==> src/include/sia_map.svh <==
// register map, field positions, reset values and timing counts of the status aggregator
// assumes a 16-bit word register port with word offsets as printed
`ifndef SIA_MAP_SVH
`define SIA_MAP_SVH
`define SIA_OFF_MASTER_STATUS  16'h0020
`define SIA_OFF_MASTER_MASK    16'h0024
`define SIA_OFF_DMA_STATUS     16'h0028
`define SIA_OFF_DMA_MASK       16'h002c
`define SIA_OFF_LOOP_STATUS    16'h0030
`define SIA_OFF_LOOP_MASK      16'h0034
`define SIA_BIT_RX_ALIGN       0
`define SIA_BIT_TX_ALIGN       1
`define SIA_BIT_BIT_TESTER     2
`define SIA_BIT_SYS_ERR        3
`define SIA_BIT_PAR_ERR        4
`define SIA_BIT_LOCAL_ABORT    14
`define SIA_BIT_LOCAL_IRQ      15
`define SIA_MASTER_USED        16'hc01f
`define SIA_RST_STATUS         16'h0000
`define SIA_RST_MASK           16'h0000
`define SIA_LOCAL_READY_PIN_LOCAL_CLOCK_PIN_LIMIT    4'h9
`endif

==> src/include/sia_pkg.sv <==
// types shared by the status aggregator modules
// assumes sia_map.svh holds every number
package sia_pkg;
    typedef logic [15:0] sia_word_t;
    typedef enum logic [1:0] {
        SIA_LA_IDLE  = 2'b00,
        SIA_LA_WAIT  = 2'b01,
        SIA_LA_ABORT = 2'b11
    } sia_lacc_state_t;
endpackage

==> src/hdl/sia_top.sv <==
// status and interrupt aggregator: master, loop detector and dma status registers
// assumes all inputs except RESET_N synchronous to CLK and a 16-bit word register port
//
// What this block does
// RULE1 - per-port loop flag on timeout or pattern
// RULE2 - timeout keeps flag set until detector reset
// RULE3 - host reads port control after loop flag
// RULE4 - loop status recording cannot be suppressed
// RULE5 - dma status flags queue accesses and errors
// RULE6 - dma status aggregates hdlc channel errors
// RULE7 - dma status recording cannot be suppressed
// RULE8 - bits 0/1 flag rx/tx alignment change
// RULE9 - host polls ports after alignment flag
// RULE10 - bit 2 flags bit tester state change
// RULE11 - bit 3 flags host system error
// RULE12 - bit 4 flags host parity error
// RULE13 - errors also reach config status field
// RULE14 - bit 14 flags ready missing nine clocks
// RULE15 - bit 15 flags local irq, host pin only
// RULE16 - reading status clears returned bits
// RULE17 - unmasked bit drives host and local irq; local irq only in configuration mode
// RULE18 - master mask same layout, resets zero
// RULE19 - masked bits still record events
// RULE20 - port alignment passes only when enabled
// RULE21 - loop mask one bit per port, resets zero
// RULE22 - irq pins low while any unmasked bit; local pin only in configuration mode
`include "sia_map.svh"
module sia_top import sia_pkg::*; #(
    parameter int NPORT = 16
) (
    input  wire logic             CLK,                  // system clock, 100 MHz
    input  wire logic             RESET_N,              // async reset, low active
    input  wire logic             CE,                   // clock enable, freezes state
    input  wire logic [15:0]      REG_ADDR,             // register word offset
    input  wire logic             REG_RD,               // read strobe
    input  wire logic             REG_WR,               // write strobe
    input  wire logic [15:0]      REG_WDATA,            // write data
    output logic      [15:0]      REG_RDATA,            // read data, registered
    output logic                  REG_RDATA_VALID,      // read data valid pulse
    input  wire logic [NPORT-1:0] RX_PORT_ALIGN_CHANGE, // rx alignment change pulses
    input  wire logic [NPORT-1:0] TX_PORT_ALIGN_CHANGE, // tx alignment change pulses
    input  wire logic [NPORT-1:0] RX_ALIGN_IRQ_ENABLE,  // per-port rx enables
    input  wire logic [NPORT-1:0] TX_ALIGN_IRQ_ENABLE,  // per-port tx enables
    input  wire logic             BIT_TESTER_CHANGE,    // bit tester state change pulse
    input  wire logic             HOST_SYSTEM_ERROR,    // address parity or system error pulse
    input  wire logic             HOST_PARITY_ERROR,    // data parity error pulse
    output logic                  CFG_SYSTEM_ERROR_SET, // config status system error pulse
    output logic                  CFG_PARITY_ERROR_SET, // config status parity error pulse
    input  wire logic             LOCAL_CONFIG_MODE,    // 1 = configuration mode, 0 = bridge
    input  wire logic             LOCAL_ACCESS_START,   // bridge access launched pulse
    input  wire logic             LOCAL_READY_PIN_N,    // local ready, low active
    input  wire logic             LOCAL_CLOCK_PIN,      // local clock, sampled
    input  wire logic             LOCAL_IRQ_PIN_N_I,    // local irq pin level
    output logic                  LOCAL_IRQ_PIN_N_O,    // local irq pin drive value
    output logic                  LOCAL_IRQ_PIN_OE_N,   // local irq drive enable, low drives
    output logic                  HOST_IRQ_PIN_N_O,     // host irq pin drive value
    output logic                  HOST_IRQ_PIN_OE_N,    // host irq drive enable, low drives
    input  wire logic [NPORT-1:0] LOOP_DETECT_EVENT,    // loop pattern found and verified
    input  wire logic [NPORT-1:0] LOOP_SEARCH_TIMEOUT,  // detector timeout level
    input  wire logic [15:0]      DMA_EVENT             // dma and hdlc event pulses
);
    logic [1:0]       rst_sync_q;
    logic             rst_n;
    logic             rd_take;
    logic             wr_take;
    sia_word_t        sm_set;
    sia_word_t        sm_status;
    sia_word_t        sm_mask;
    sia_word_t        sm_pend;
    sia_word_t        dma_status;
    sia_word_t        dma_mask;
    sia_word_t        dma_pend;
    logic [NPORT-1:0] loop_status;
    logic [NPORT-1:0] loop_mask;
    logic [NPORT-1:0] loop_pend;
    sia_lacc_state_t  la_state_q;
    sia_lacc_state_t  la_state_d;
    logic [3:0]       la_cnt_q;
    logic             local_clock_pin_q;
    logic             local_clock_pin_rise;
    logic             host_irq_q;
    logic             local_irq_q;

    function automatic logic hit(input sia_word_t addr, input sia_word_t off);
        hit = (addr == off);
    endfunction

    // the design relies on the released copy only, never on the raw pin
    always_ff @(posedge CLK or negedge RESET_N) begin
        if (!RESET_N) begin
            rst_sync_q <= 2'b00;
        end else begin
            rst_sync_q <= {rst_sync_q[0], 1'b1};
        end
    end
    assign rst_n = rst_sync_q[1];

    assign rd_take = REG_RD && CE;
    assign wr_take = REG_WR && CE;

    // master event sources; bridge-only bits are ignored in configuration mode
    always_comb begin
        sm_set = '0;
        sm_set[`SIA_BIT_RX_ALIGN]    = |(RX_PORT_ALIGN_CHANGE & RX_ALIGN_IRQ_ENABLE); // RULE8 RULE20
        sm_set[`SIA_BIT_TX_ALIGN]    = |(TX_PORT_ALIGN_CHANGE & TX_ALIGN_IRQ_ENABLE); // RULE8 RULE20
        sm_set[`SIA_BIT_BIT_TESTER]  = BIT_TESTER_CHANGE; // RULE10
        sm_set[`SIA_BIT_SYS_ERR]     = HOST_SYSTEM_ERROR; // RULE11
        sm_set[`SIA_BIT_PAR_ERR]     = HOST_PARITY_ERROR; // RULE12
        sm_set[`SIA_BIT_LOCAL_ABORT] = (la_state_q == SIA_LA_ABORT) && !LOCAL_CONFIG_MODE; // RULE14
        sm_set[`SIA_BIT_LOCAL_IRQ]   = !LOCAL_IRQ_PIN_N_I && !LOCAL_CONFIG_MODE; // RULE15
    end

    // unused master positions are fixed at zero by the write data mask
    sia_event_reg #(.W(16)) u_master (
        .clk       (CLK),
        .rst_n     (rst_n),
        .ce        (CE),
        .set_vec   (sm_set),
        .hold_vec  (16'h0000),
        .rd_clr    (rd_take && hit(REG_ADDR, `SIA_OFF_MASTER_STATUS)), // RULE16
        .mask_wr   (wr_take && hit(REG_ADDR, `SIA_OFF_MASTER_MASK)), // RULE18
        .mask_wdata(REG_WDATA & `SIA_MASTER_USED),
        .status_q  (sm_status),
        .mask_q    (sm_mask),
        .pend      (sm_pend)
    );

    // no enable term here: every dma event is recorded
    sia_event_reg #(.W(16)) u_dma (
        .clk       (CLK),
        .rst_n     (rst_n),
        .ce        (CE),
        .set_vec   (DMA_EVENT), // RULE5 RULE6 RULE7
        .hold_vec  (16'h0000),
        .rd_clr    (rd_take && hit(REG_ADDR, `SIA_OFF_DMA_STATUS)), // RULE16
        .mask_wr   (wr_take && hit(REG_ADDR, `SIA_OFF_DMA_MASK)),
        .mask_wdata(REG_WDATA),
        .status_q  (dma_status),
        .mask_q    (dma_mask),
        .pend      (dma_pend)
    );

    // a timed-out detector keeps its flag set until the host resets it
    sia_event_reg #(.W(NPORT)) u_loop (
        .clk       (CLK),
        .rst_n     (rst_n),
        .ce        (CE),
        .set_vec   (LOOP_DETECT_EVENT), // RULE1 RULE4
        .hold_vec  (LOOP_SEARCH_TIMEOUT), // RULE1 RULE2
        .rd_clr    (rd_take && hit(REG_ADDR, `SIA_OFF_LOOP_STATUS)), // RULE16
        .mask_wr   (wr_take && hit(REG_ADDR, `SIA_OFF_LOOP_MASK)), // RULE21
        .mask_wdata(REG_WDATA[NPORT-1:0]),
        .status_q  (loop_status),
        .mask_q    (loop_mask),
        .pend      (loop_pend)
    );

    // read data returns the value before the clear of the same edge
    always_ff @(posedge CLK or negedge rst_n) begin
        if (!rst_n) begin
            REG_RDATA <= 16'h0000;
        end else if (CE) begin
            if (rd_take) begin
                unique case (REG_ADDR)
                    `SIA_OFF_MASTER_STATUS: REG_RDATA <= sm_status;
                    `SIA_OFF_MASTER_MASK:   REG_RDATA <= sm_mask;
                    `SIA_OFF_DMA_STATUS:    REG_RDATA <= dma_status;
                    `SIA_OFF_DMA_MASK:      REG_RDATA <= dma_mask;
                    `SIA_OFF_LOOP_STATUS:   REG_RDATA <= 16'(loop_status);
                    `SIA_OFF_LOOP_MASK:     REG_RDATA <= 16'(loop_mask);
                    default:                REG_RDATA <= 16'h0000;
                endcase
            end
        end
    end

    always_ff @(posedge CLK or negedge rst_n) begin
        if (!rst_n) begin
            REG_RDATA_VALID <= 1'b0;
        end else if (CE) begin
            REG_RDATA_VALID <= rd_take;
        end
    end

    // config space sees the same error events, one cycle later
    always_ff @(posedge CLK or negedge rst_n) begin
        if (!rst_n) begin
            CFG_SYSTEM_ERROR_SET <= 1'b0;
            CFG_PARITY_ERROR_SET <= 1'b0;
        end else if (CE) begin
            CFG_SYSTEM_ERROR_SET <= HOST_SYSTEM_ERROR; // RULE13
            CFG_PARITY_ERROR_SET <= HOST_PARITY_ERROR; // RULE13
        end
    end

    // local clock is a sampled input, so its edges are seen one clock late at most
    always_ff @(posedge CLK or negedge rst_n) begin
        if (!rst_n) begin
            local_clock_pin_q <= 1'b0;
        end else if (CE) begin
            local_clock_pin_q <= LOCAL_CLOCK_PIN;
        end
    end
    assign local_clock_pin_rise = LOCAL_CLOCK_PIN && !local_clock_pin_q;

    // ready watchdog for bridge accesses
    always_comb begin
        la_state_d = la_state_q;
        unique case (la_state_q)
            SIA_LA_IDLE: begin
                if (LOCAL_ACCESS_START && !LOCAL_CONFIG_MODE) begin
                    la_state_d = SIA_LA_WAIT;
                end
            end
            SIA_LA_WAIT: begin
                if (!LOCAL_READY_PIN_N) begin
                    la_state_d = SIA_LA_IDLE;
                end else if (local_clock_pin_rise && (la_cnt_q == `SIA_LOCAL_READY_PIN_LOCAL_CLOCK_PIN_LIMIT - 4'h1)) begin
                    la_state_d = SIA_LA_ABORT; // RULE14
                end
            end
            SIA_LA_ABORT: la_state_d = SIA_LA_IDLE;
            default:      la_state_d = SIA_LA_IDLE;
        endcase
    end

    always_ff @(posedge CLK or negedge rst_n) begin
        if (!rst_n) begin
            la_state_q <= SIA_LA_IDLE;
        end else if (CE) begin
            la_state_q <= la_state_d;
        end
    end

    always_ff @(posedge CLK or negedge rst_n) begin
        if (!rst_n) begin
            la_cnt_q <= 4'h0;
        end else if (CE) begin
            if (la_state_q != SIA_LA_WAIT) begin
                la_cnt_q <= 4'h0;
            end else if (local_clock_pin_rise) begin
                la_cnt_q <= la_cnt_q + 4'h1;
            end
        end
    end

    // masking only gates the pins; status keeps recording
    always_ff @(posedge CLK or negedge rst_n) begin
        if (!rst_n) begin
            host_irq_q  <= 1'b0;
            local_irq_q <= 1'b0;
        end else if (CE) begin
            host_irq_q  <= |{sm_pend, dma_pend, loop_pend}; // RULE17 RULE19 RULE22
            local_irq_q <= LOCAL_CONFIG_MODE && (|{sm_pend[14:0], dma_pend, loop_pend}); // RULE15 RULE17
        end
    end

    // both pins are open drain: drive low only while asserting
    assign HOST_IRQ_PIN_N_O   = 1'b0;
    assign HOST_IRQ_PIN_OE_N  = !host_irq_q; // RULE22
    assign LOCAL_IRQ_PIN_N_O  = 1'b0;
    assign LOCAL_IRQ_PIN_OE_N = !local_irq_q; // RULE22
endmodule

==> src/hdl/sia_event_reg.sv <==
// one clear-on-read event status register with its interrupt mask
// assumes synchronous reset copy, event pulses and hold levels in the clk domain
`include "sia_map.svh"
module sia_event_reg import sia_pkg::*; #(
    parameter int W = 16
) (
    input  wire logic         clk,       // system clock
    input  wire logic         rst_n,     // synchronised reset, low active
    input  wire logic         ce,        // clock enable
    input  wire logic [W-1:0] set_vec,   // one-cycle event pulses
    input  wire logic [W-1:0] hold_vec,  // levels that keep a bit set
    input  wire logic         rd_clr,    // status read taken this cycle
    input  wire logic         mask_wr,   // mask write taken this cycle
    input  wire logic [W-1:0] mask_wdata,// new mask value
    output logic      [W-1:0] status_q,  // sticky status
    output logic      [W-1:0] mask_q,    // mask, 1 = unmasked
    output logic      [W-1:0] pend       // status gated by mask
);
    logic [W-1:0] status_d;

    // a set in the read cycle survives the clear, so no event is lost
    always_comb begin
        status_d = status_q;
        if (rd_clr) begin
            status_d = '0;
        end
        status_d = status_d | set_vec | hold_vec;
    end

    always_ff @(posedge clk or negedge rst_n) begin
        if (!rst_n) begin
            status_q <= W'(`SIA_RST_STATUS);
        end else if (ce) begin
            status_q <= status_d;
        end
    end

    always_ff @(posedge clk or negedge rst_n) begin
        if (!rst_n) begin
            mask_q <= W'(`SIA_RST_MASK);
        end else if (ce && mask_wr) begin
            mask_q <= mask_wdata;
        end
    end

    assign pend = status_q & mask_q;
endmodule

==> config.mk <==
export PLATFORM = sky130hd
export DESIGN_NAME = sia_top
export DESIGN_NICKNAME = d
export VERILOG_FILES = /design/src/include/sia_pkg.sv /design/src/hdl/sia_top.sv /design/src/hdl/sia_event_reg.sv
export VERILOG_INCLUDE_DIRS = /design/src /design/src/include
export SDC_FILE = /design/constraint.sdc
export NUM_CORES = 1
export LEC_CHECK = 0
export BUFFER_PORTS_ARGS = -buffer_cell sky130_fd_sc_hd__buf_2
export CORE_ASPECT_RATIO = 0.75
export CORE_UTILIZATION = 47
export CTS_BUF_LIST = sky130_fd_sc_hd__clkbuf_2
export DETAILED_ROUTE_END_ITERATION = 10
export MAX_ROUTING_LAYER = met4
export PLACE_DENSITY = 0.79
export RECOVER_POWER = 50
export SLEW_MARGIN = 5
export SYNTH_ARGS = -nofsm -noshare
export SYNTH_HDL_FRONTEND = slang
export SYNTH_SLANG_ARGS = --single-unit
==> constraint.sdc <==
create_clock -name CLK -period 3.4 [get_ports CLK]
set_input_delay 0 -clock CLK [delete_from_list [all_inputs] [get_ports CLK]]
set_output_delay 0 -clock CLK [all_outputs]
set_load 0.05 [all_outputs]
# Yosys cells after proc, flatten, opt, wreduce, memory -nomap -nowiden
# Cells that the tools add are included.
# word_totals
reg_bits	117
input_bits	157
output_inout_bits	23
elab_cells	79
# classes
n_addsub	1
eq_ne	12
n_mux	10
n_bitwise	9
reduce_logical	31
# ops
op	n
16-bit by 6-bit == test with 1-bit output, second input constant	6
16-bit one-hot mux with 6 select lines	1
16-bit bitwise AND	5
16-bit OR	4
16-bit 2-to-1 mux	3
48-bit OR reduction	1
47-bit OR reduction	1
16-bit OR reduction	2
1-bit logical AND	17
4-bit 2-to-1 mux	2
2-bit 2-to-1 mux	3
1-bit logical NOT	5
4-bit by 1-bit adder with 4-bit output, second input constant	1
4-bit == test, second input constant	1
2-bit one-hot mux with 2 select lines	1
2-bit AND reduction	2
3-bit inequality test, second input constant	1
3-bit AND reduction	1
2-bit by 1-bit == test with 1-bit output, second input constant	1
2-bit == test, second input constant	1
2-bit logical NOT	1
2-bit by 1-bit inequality test with 1-bit output, second input constant	1
2-bit inequality test, second input constant	1
2-bit nonzero test	1

# Logic depth before layout (Yosys ltp)
# Gate-level depths: netlist (run 1).
# depth
ltp_word	6
mapped_depth	7
mapped_depth_nobuf	5

# Modules after synthesis
# From an unflattened synthesis (run 1), not the netlist that was laid out.
# hier_totals
hier_cells	595
hier_area_um2	6575.1
# by_module_without_submodules
module	instances	cells_per_inst	area_each_um2	seq_area_each_um2
sia_event_reg	3	118	1397.6	800.8
sia_top	1	241	2382.3	750.7

# Worst setup path after synthesis (run 1)
# Ideal clock, no wire load.
# synth_path
kind	input -> register
startpoint	input port REG_ADDR[13]
endpoint	register u_dma.mask_q[10]
t_arrival_ns	2.257
setup_slack_ns	1.018
path_stages	7
path_buffers	3
cell_sequence	or4_1 buf_2 or4b_4 or4_4 buf_6 buf_12 mux2_4
# synth_between
elab_chain_cells	3
# synth_lines
item	line	rtl
start: declaration	sia_top.sv:34	input wire logic [15:0] REG_ADDR,
16-bit by 6-bit == test with 1-bit output	sia_top.sv:85	hit = (addr == off);
1-bit logical AND	sia_top.sv:136	.mask_wr (wr_take && hit(REG_ADDR, `SIA_OFF_DMA_MASK)),
1-bit logical AND	sia_event_reg.sv:41	end else if (ce && mask_wr) begin
end signal: assignment	sia_event_reg.sv:40	mask_q <= W'(`SIA_RST_MASK);
end signal: assignment	sia_event_reg.sv:42	mask_q <= mask_wdata;
end: declaration	sia_event_reg.sv:16	output logic [W-1:0] mask_q,
# No other way between the ends.
# A chain may end at the register's enable or synchronous reset.

# Final worst setup path (run 1)
# layout_path
startpoint	input port REG_ADDR[7]
endpoint	register u_master.status_q[1]
# layout_between
elab_chain_cells	4
# layout_lines
item	line	rtl
16-bit by 6-bit == test with 1-bit output	sia_top.sv:85	
1-bit logical AND	sia_top.sv:120	.rd_clr (rd_take && hit(REG_ADDR, `SIA_OFF_MASTER_STATUS)),
16-bit 2-to-1 mux	sia_event_reg.sv:24	if (rd_clr) begin
16-bit OR	sia_event_reg.sv:27	status_d = status_d | set_vec | hold_vec;
end signal: assignment	sia_event_reg.sv:32	status_q <= W'(`SIA_RST_STATUS);
end signal: assignment	sia_event_reg.sv:34	status_q <= status_d;
end: declaration	sia_event_reg.sv:15	output logic [W-1:0] status_q,
# No other way between the ends.

==> impl_metrics.json, run 1 <==
{
  "place_ws_ps": 730.8,
  "core.rowCount": 33,
  "ir_drop_v": 0.0002572,
  "criticalPathCategory": "in2reg",
  "cts-buffers-inserted": 9,
  "yosysSeqAreaShare_pct": 51.44,
  "ctsResizeCount": 0,
  "finClkSkew_ps": 36.84,
  "postCtsSetupRepairBufs": 0,
  "violations": "max-capacitance violations, max-slew violations",
  "htreeDepth": 3,
  "clockBufferDepth": 2,
  "yosysMostFrequentCell": "dfrtp_1",
  "setup_ws_ps": 762.8,
  "antenna_cells": 0,
  "synth_ff_type": "dfrtp_1",
  "fin_util_pct": 67.42,
  "synth.ff_latch_count": 108,
  "met3_usage_pct": 7.134,
  "routed_wl_um": 17870,
  "syn_inst": 469,
  "yosys-top-cells-count": "dfrtp_1 (108), o21ai_0 (57), mux2_2 (41)",
  "finalSetupTns_ps": 0,
  "max_stage_delay_ps": 620,
  "synth_area_sq_um": 5254,
  "instances_no_fill": 888,
  "area_growth_pct": 39.89,
  "crit_chain": "dlygate4sd3_1 > buf_2 > or4b_1 > nor4b_2 > buf_4 > nand3_1 > a22o_1 > dlygate4sd3_1",
  "synth_cell_types": 51,
  "cp-start-kind": "input port",
  "yosysTopAreaCell": "dfrtp_1",
  "grtUsageMet2_pct": 49.91,
  "netlist_top_cells_area": "dfrtp_1 (51%), mux2_2 (8.8%), o21ai_0 (5.4%)",
  "post_drt_wl_per_cell_um": 20.13,
  "layout.area.seq_sq_um": 2704,
  "finalHoldViolCount": 0,
  "path_max_fanout": 16,
  "route.vias.total": 5210,
  "cap_violations": 1,
  "cts_tree": "built",
  "post-route-drc-count": 0,
  "cts-root-buf": "clkbuf_2",
  "path_clk_slew_ps": 290,
  "fin_nets": 902,
  "setup_viol": 0,
  "gp_congestion": 0.9121,
  "use_met1_pct": 44.56,
  "cts_hold_buf": 99,
  "die_w_um": 124.1,
  "synthArstFlopShare_pct": 100.0,
  "fmax_mhz": 379.2,
  "yosys_warnings": 0,
  "grt.overflow.total": 0,
  "synth_edf_count": 0,
  "grt_antenna_before_repair": 0,
  "grt_usage_pct": 33.09,
  "die_h_um": 93.56,
  "coreArea_sq_um": 10900,
  "grt_max_degree": 80,
  "power_mw": 2.306,
  "fin_crit_sh_pct": 77.57,
  "vias_per_cell": 5.867,
  "initial_core_util_pct": 48.20,
  "crit_required_ps": 3940,
  "clock-sinks": 108,
  "clkLatencyLatePin_ps": 610,
  "synth_top_area_share_pct": 51.44,
  "maxSlewViolCount": 80,
  "rsz0062_at_grt": "no",
  "die-area_sq_um": 11610,
  "dr.pass1.iters": 5,
  "final_layout_size_suffix_gt1_share_pct": 33.16,
  "crit_arrival_ps": 3180,
  "crit_path_top_delay_cell": "or4b_1",
  "dp.cells": 773,
  "period_needed_ps": 2637,
  "worst_slew_pin_slew_ps": 1748,
  "postSynthAreaPerCell_sq_um": 11.20,
  "cp-end-kind": "flop",
  "path_common_cell": "dlygate4sd3_1",
  "grt_busiest_layer": "met2",
  "dp_hpwl_um": 11730,
  "io_buffers": 177,
  "grt_pass1_wl_um": 27650,
  "antenna_left": 0,
  "status": "finished with violations",
  "fillers": 810,
  "powerDensity_nw_per_um2": 313.8,
  "grt_pass1_vias": 5233,
  "relSlewSlack_pct": -16.54,
  "multiInputGateArea_sq_um": 2318,
  "hold_class": "in2reg",
  "dr.first_iter.drc_count": 518,
  "ios": 180,
  "p_leak_nw": 3.428
}
==> kinds of logic (layout without fill, tap and decap cells) <==
kind of cell	count (synthesis)	in the layout	synth area share (%)
other	2	3	0.1429
adders and majority gates	2	2	0.4762
DFF	108	108	51.44
and+or+nand+nor	89	89	9.597
xor gates and xnor gates	3	3	0.5002
muxes	57	57	13.26
buffers and inverters	55	333	4.620
AOI/OAI and AO/OA	153	153	19.96
==> per-stage QoR <==
| stage | cell area, sq um | hold slack [ps] |
|---|---|---|
| floorplan | 5258 | -295.6 |
| global placement | 6296 | -214.8 |
| detailed placement | 6296 | -210.6 |
| CTS | 7386 | 0.4002 |
| global route | 7350 | 29.19 |
| finish | 7350 | 44.86 |
==> state kept, by name (all words and copies together) (netlist names) <==
signal and count:
CFG_SYSTEM_ERROR_SET 1, REG_RDATA 16, u_loop.status_q 16, la_cnt_q 4, CFG_PARITY_ERROR_SET 1, u_dma.mask_q 16
la_state_q 2, host_irq_q 1, rst_sync_q 2, u_master.mask_q 7, REG_RDATA_VALID 1, local_irq_q 1
local_clock_pin_q 1, u_dma.status_q 16, u_master.status_q 7, u_loop.mask_q 16
==> cells in the final DEF (no fill, tap or decap), drive strengths merged, types with 2 or more instances in the layout <==
cell type	synthesis	routed
a21boi	2	2
a21oi	10	10
a221oi	10	10
a222oi	3	3
a22o	30	30
a22oi	21	21
a31oi	5	5
a32oi	10	10
and2	3	3
and3b	2	2
buf	12	169
clkbuf	17	33
clkinv	0	2
clkinvlp	0	3
conb	2	3
dfrtp	108	108
dlygate4sd3	0	99
ha	2	2
inv	26	27
mux2	51	51
mux2i	4	4
mux4	2	2
nand2	29	29
nand3	5	5
nand4	11	11
nor2	14	14
nor4	8	8
nor4b	2	2
o21ai	57	57
o2bb2ai	2	2
or4	4	4
or4b	5	5
xor2	2	2
==> routing by layer <==
| metal | vias up | part of all wire, % |
|---|---|---|
| met3 | 50 | 8.8 |
| met5 | - | 0 |
| met1 | 2567 | 42 |
| met4 | 0 | 2.4 |
| li1 | 2315 | - |
| met2 | 278 | 47 |
==> power breakdown <==
part | internal, mW | switching, mW
Clock | 0.104 | 0.447
Sequential | 1.31 | 0.0379
Combinational | 0.198 | 0.208
==> cell type report <==
class / instances / area share, %
flip-flops and latches: 108 / 36.79
multi-input cells: 307 / 31.55
repair buffers: 291 / 26.61
well taps: 140 / 2.383
inverters: 26 / 1.328
clock buffers: 10 / 0.6810
clock inverters: 6 / 0.6639
==> path summary, 6_finish.rpt <==
kind | start | endpoint | slack, ps | depth (start not counted)
setup / recovery | REG_ADDR[7] | u_master.status_q[1] | 760 | 8
hold / removal | CE | u_dma.status_q[4] | 40 | 2
setup reg to reg | rst_sync_q[1] | u_loop.mask_q[2] | 1130 | 1
hold reg to reg | rst_sync_q[0] | rst_sync_q[1] | 410 | 0
max in group asynchronous | rst_sync_q[1] | u_loop.mask_q[2] | 1130 | 1
min in group asynchronous | RESET_N | rst_sync_q[1] | 190 | 3
==> worst max-delay path: cells and delay by family <==
kind,cells,cell delay [ps]
buffers and inverters,4,1520
and+or+nand+nor,3,1280
AOI/OAI and AO/OA,1,370
(Power assumes the default switching activity.)
==> run 2: changes to the inputs <==
--- a/config.mk
+++ b/config.mk
@@ -6,9 +6,10 @@
 export SDC_FILE = /design/constraint.sdc
 export NUM_CORES = 1
 export LEC_CHECK = 0
+export ABC_AREA = 1
 export BUFFER_PORTS_ARGS = -buffer_cell sky130_fd_sc_hd__buf_2
 export CORE_ASPECT_RATIO = 0.75
-export CORE_UTILIZATION = 47
+export CORE_UTILIZATION = 48
 export CTS_BUF_LIST = sky130_fd_sc_hd__clkbuf_2
 export DETAILED_ROUTE_END_ITERATION = 10
 export MAX_ROUTING_LAYER = met4
==> constraint.sdc (replaced) <==
create_clock -name CLK -period 2.14 [get_ports CLK]
set_input_delay 0 -clock CLK [delete_from_list [all_inputs] [get_ports CLK]]
set_output_delay 0 -clock CLK [all_outputs]
set_load 0.05 [all_outputs]
==> run 2 against run 1 <==
Compared with the run above: the run still ends with max-capacitance violations, max-slew violations left; setup slack worse by 730 ps; power grew 79%; cell count is 39% higher; synthesized area is 7.5% higher; hold slack improved by 14 ps; register-to-register slack worse by 990 ps; clock-buffer cell count down 1; flip-flop and latch count stayed put; clock skew is 5.6 ps higher; sequential power rose by 61%; wire length grew 8.3%; largest power group unchanged.
==> impl_metrics.json, run 2 <==
{
  "status": "finished with violations",
  "violations": "max-capacitance violations, max-slew violations",
  "final_common_cell": "nand2_1",
  "yosys_warnings": 0,
  "die_h_um": 95.93,
  "crit_chain": "dlygate4sd3_1 > buf_2 > nor2_4 > nand3_1 > dlygate4sd3_1 > nor2_4 > buf_8 > nand3_1 > nand4_1 > nand2_1 > nand2_1 > dlygate4sd3_1",
  "synth_ff_type": "dfrtp_1",
  "cts-root-buf": "clkbuf_2",
  "postLayoutCellArea_sq_um": 8319,
  "antenna_cells": 0,
  "cp-end-kind": "flop",
  "dp_hpwl_um": 11810,
  "core.rowCount": 33,
  "synth_cell_types": 29,
  "hold_class": "in2reg",
  "clockBufferDepth": 2,
  "io_buffers": 177,
  "placed_area_sq_um": 6644,
  "dp.cells": 1061,
  "yosysMostFrequentCell": "nand2_1",
  "period_needed_ps": 2107,
  "grt_pass1_vias": 6049,
  "post_drt_wl_per_cell_um": 15.67,
  "grt_max_degree": 63,
  "path_common_cell": "dlygate4sd3_1",
  "gp_congestion": 0.9038,
  "max_stage_delay_ps": 600,
  "yosysSeqAreaShare_pct": 47.86,
  "cp-start-kind": "input port",
  "instances_no_fill": 1235,
  "crit_required_ps": 2720,
  "antenna_left": 0,
  "maxSlewViolCount": 63,
  "htreeDepth": 3,
  "synth_edf_count": 0,
  "crit_family": "buffers and inverters",
  "area_growth_pct": 47.33,
  "die_w_um": 127.2,
  "met3_usage_pct": 8.227,
  "post-route-drc-count": 0,
  "final_layout_size_suffix_gt1_share_pct": 21.80,
  "finalHoldViolCount": 0,
  "initial_core_util_pct": 50.46,
  "ios": 180,
  "use_met1_pct": 43.89,
  "fin_nets": 1232,
  "fin_crit_sh_pct": 98.47,
  "crit_arrival_ps": 2690,
  "clkLatencyLatePin_ps": 620,
  "fillers": 836,
  "p_leak_nw": 3.994,
  "clock-sinks": 108,
  "cts_tree": "built",
  "netlist_top_cells_area": "dfrtp_1 (48%), nand2_1 (17%), nand3_1 (7.7%)",
  "yosys-top-cells-count": "nand2_1 (262), dfrtp_1 (108), nand3_1 (87)",
  "routed_wl_um": 19350,
  "grt_pass1_wl_um": 29740,
  "grt_antenna_before_repair": 0,
  "grtUsageMet2_pct": 51.79,
  "grt_usage_pct": 32.89,
  "postSynthAreaPerCell_sq_um": 7.549,
  "synthArstFlopShare_pct": 100.0,
  "fin_util_pct": 74.35,
  "route.vias.total": 6491,
  "power_mw": 4.121,
  "ir_drop_v": 0.0003836,
  "relSlewSlack_pct": -2.239,
  "coreArea_sq_um": 11190,
  "dr.first_iter.drc_count": 715,
  "grt_busiest_layer": "met2",
  "criticalPathCategory": "in2reg",
  "synth_area_sq_um": 5647,
  "dr.pass1.iters": 6,
  "setup_viol": 0,
  "worst_slew_pin_slew_ps": 1534,
  "crit_buf_inv": 5,
  "setup_ws_ps": 32.77,
  "path_max_fanout": 16,
  "grt.overflow.total": 0,
  "finClkSkew_ps": 42.44,
  "vias_per_cell": 5.256,
  "path_clk_slew_ps": 300,
  "synth.ff_latch_count": 108,
  "synth_top_area_share_pct": 47.86,
  "cap_violations": 1,
  "fmax_mhz": 474.6,
  "die-area_sq_um": 12210,
  "finalSetupTns_ps": 0,
  "syn_inst": 748,
  "place_ws_ps": 490.6,
  "hold-worst-slack_ps": 58.37,
  "yosysTopAreaCell": "dfrtp_1",
  "mostFrequentLayoutCells": "nand2_1 (262), buf_2 (173), dlygate4sd3_1 (147)",
  "powerDensity_nw_per_um2": 495.4,
  "crit_path_top_delay_cell": "dlygate4sd3_1",
  "cts-buffers-inserted": 9
}
==> run 2: path summary, 6_finish.rpt <==
check	endpoint	cells past startpoint	slack, ps	startpoint
worst max-delay path	REG_RDATA[5]	12	30	REG_ADDR[0]
worst min-delay path	REG_RDATA[3]	9	60	REG_ADDR[5]
worst max register to register	la_state_q[1]	9	140	la_cnt_q[0]
worst min register to register	u_loop.status_q[10]	0	90	rst_sync_q[1]
max in group asynchronous	u_dma.status_q[8]	1	410	rst_sync_q[1]
min in group asynchronous	u_loop.status_q[10]	0	90	rst_sync_q[1]
==> run 2: cell families (layout without fill, tap and decap cells) <==
family                   Yosys count  after routing  synth area share [%]
AO/OA/AOI/OAI                    114            114                 10.19
XOR/XNOR                           2              2                0.3103
adder cells (fa/ha/maj)            2              2                0.4431
buffers and inverters             74            403                 6.470
flip-flops                       108            108                 47.86
other                              2              3                0.1330
AND/OR/NAND/NOR                  446            446                 34.59
==> run 2: layout make-up <==
| cell class | count | area [sq um] | share of cell area [%] |
|---|---|---|---|
| Inverter | 38 | 142.6 | 1.715 |
| Multi-Input combinational cell | 567 | 2590 | 31.13 |
| Tap cell | 157 | 196.4 | 2.361 |
| Clock buffer | 9 | 45.04 | 0.5414 |
| Sequential cell | 108 | 2706 | 32.53 |
| Timing Repair Buffer | 349 | 2539 | 30.52 |
| Clock inverter | 7 | 100.1 | 1.203 |
==> run 2: layer usage <==
metal / vias to the layer above / share of wire, %
met4: 0 / 1.7
met3: 50 / 9.5
met5: - / 0
li1: 3098 / -
met2: 349 / 45
met1: 2994 / 43
==> run 2: worst reg2reg max path: stages, from the launching register on <==
cell and delay, ps:
dfrtp_1 470, inv_2 70, ha_1 140, nand3b_1 70, o21ai_1 120, nand2_1 70, or2_2 300, nand2_1 60
o21ai_1 60, dlygate4sd3_1 560
==> run 2: power breakdown <==
part,switching (mW),internal [mW]
Sequential,0.0561,2.12
Combinational,0.440,0.402
Clock,0.710,0.397
Total,1.21,2.91
==> run 2: what timing repair did <==
item,in CTS,in global routing
hold buffers,137,15
endpoints found under the hold margin,106,3
resized for setup,0,6
setup buffers,0,11
endpoints found under the setup margin,0,10
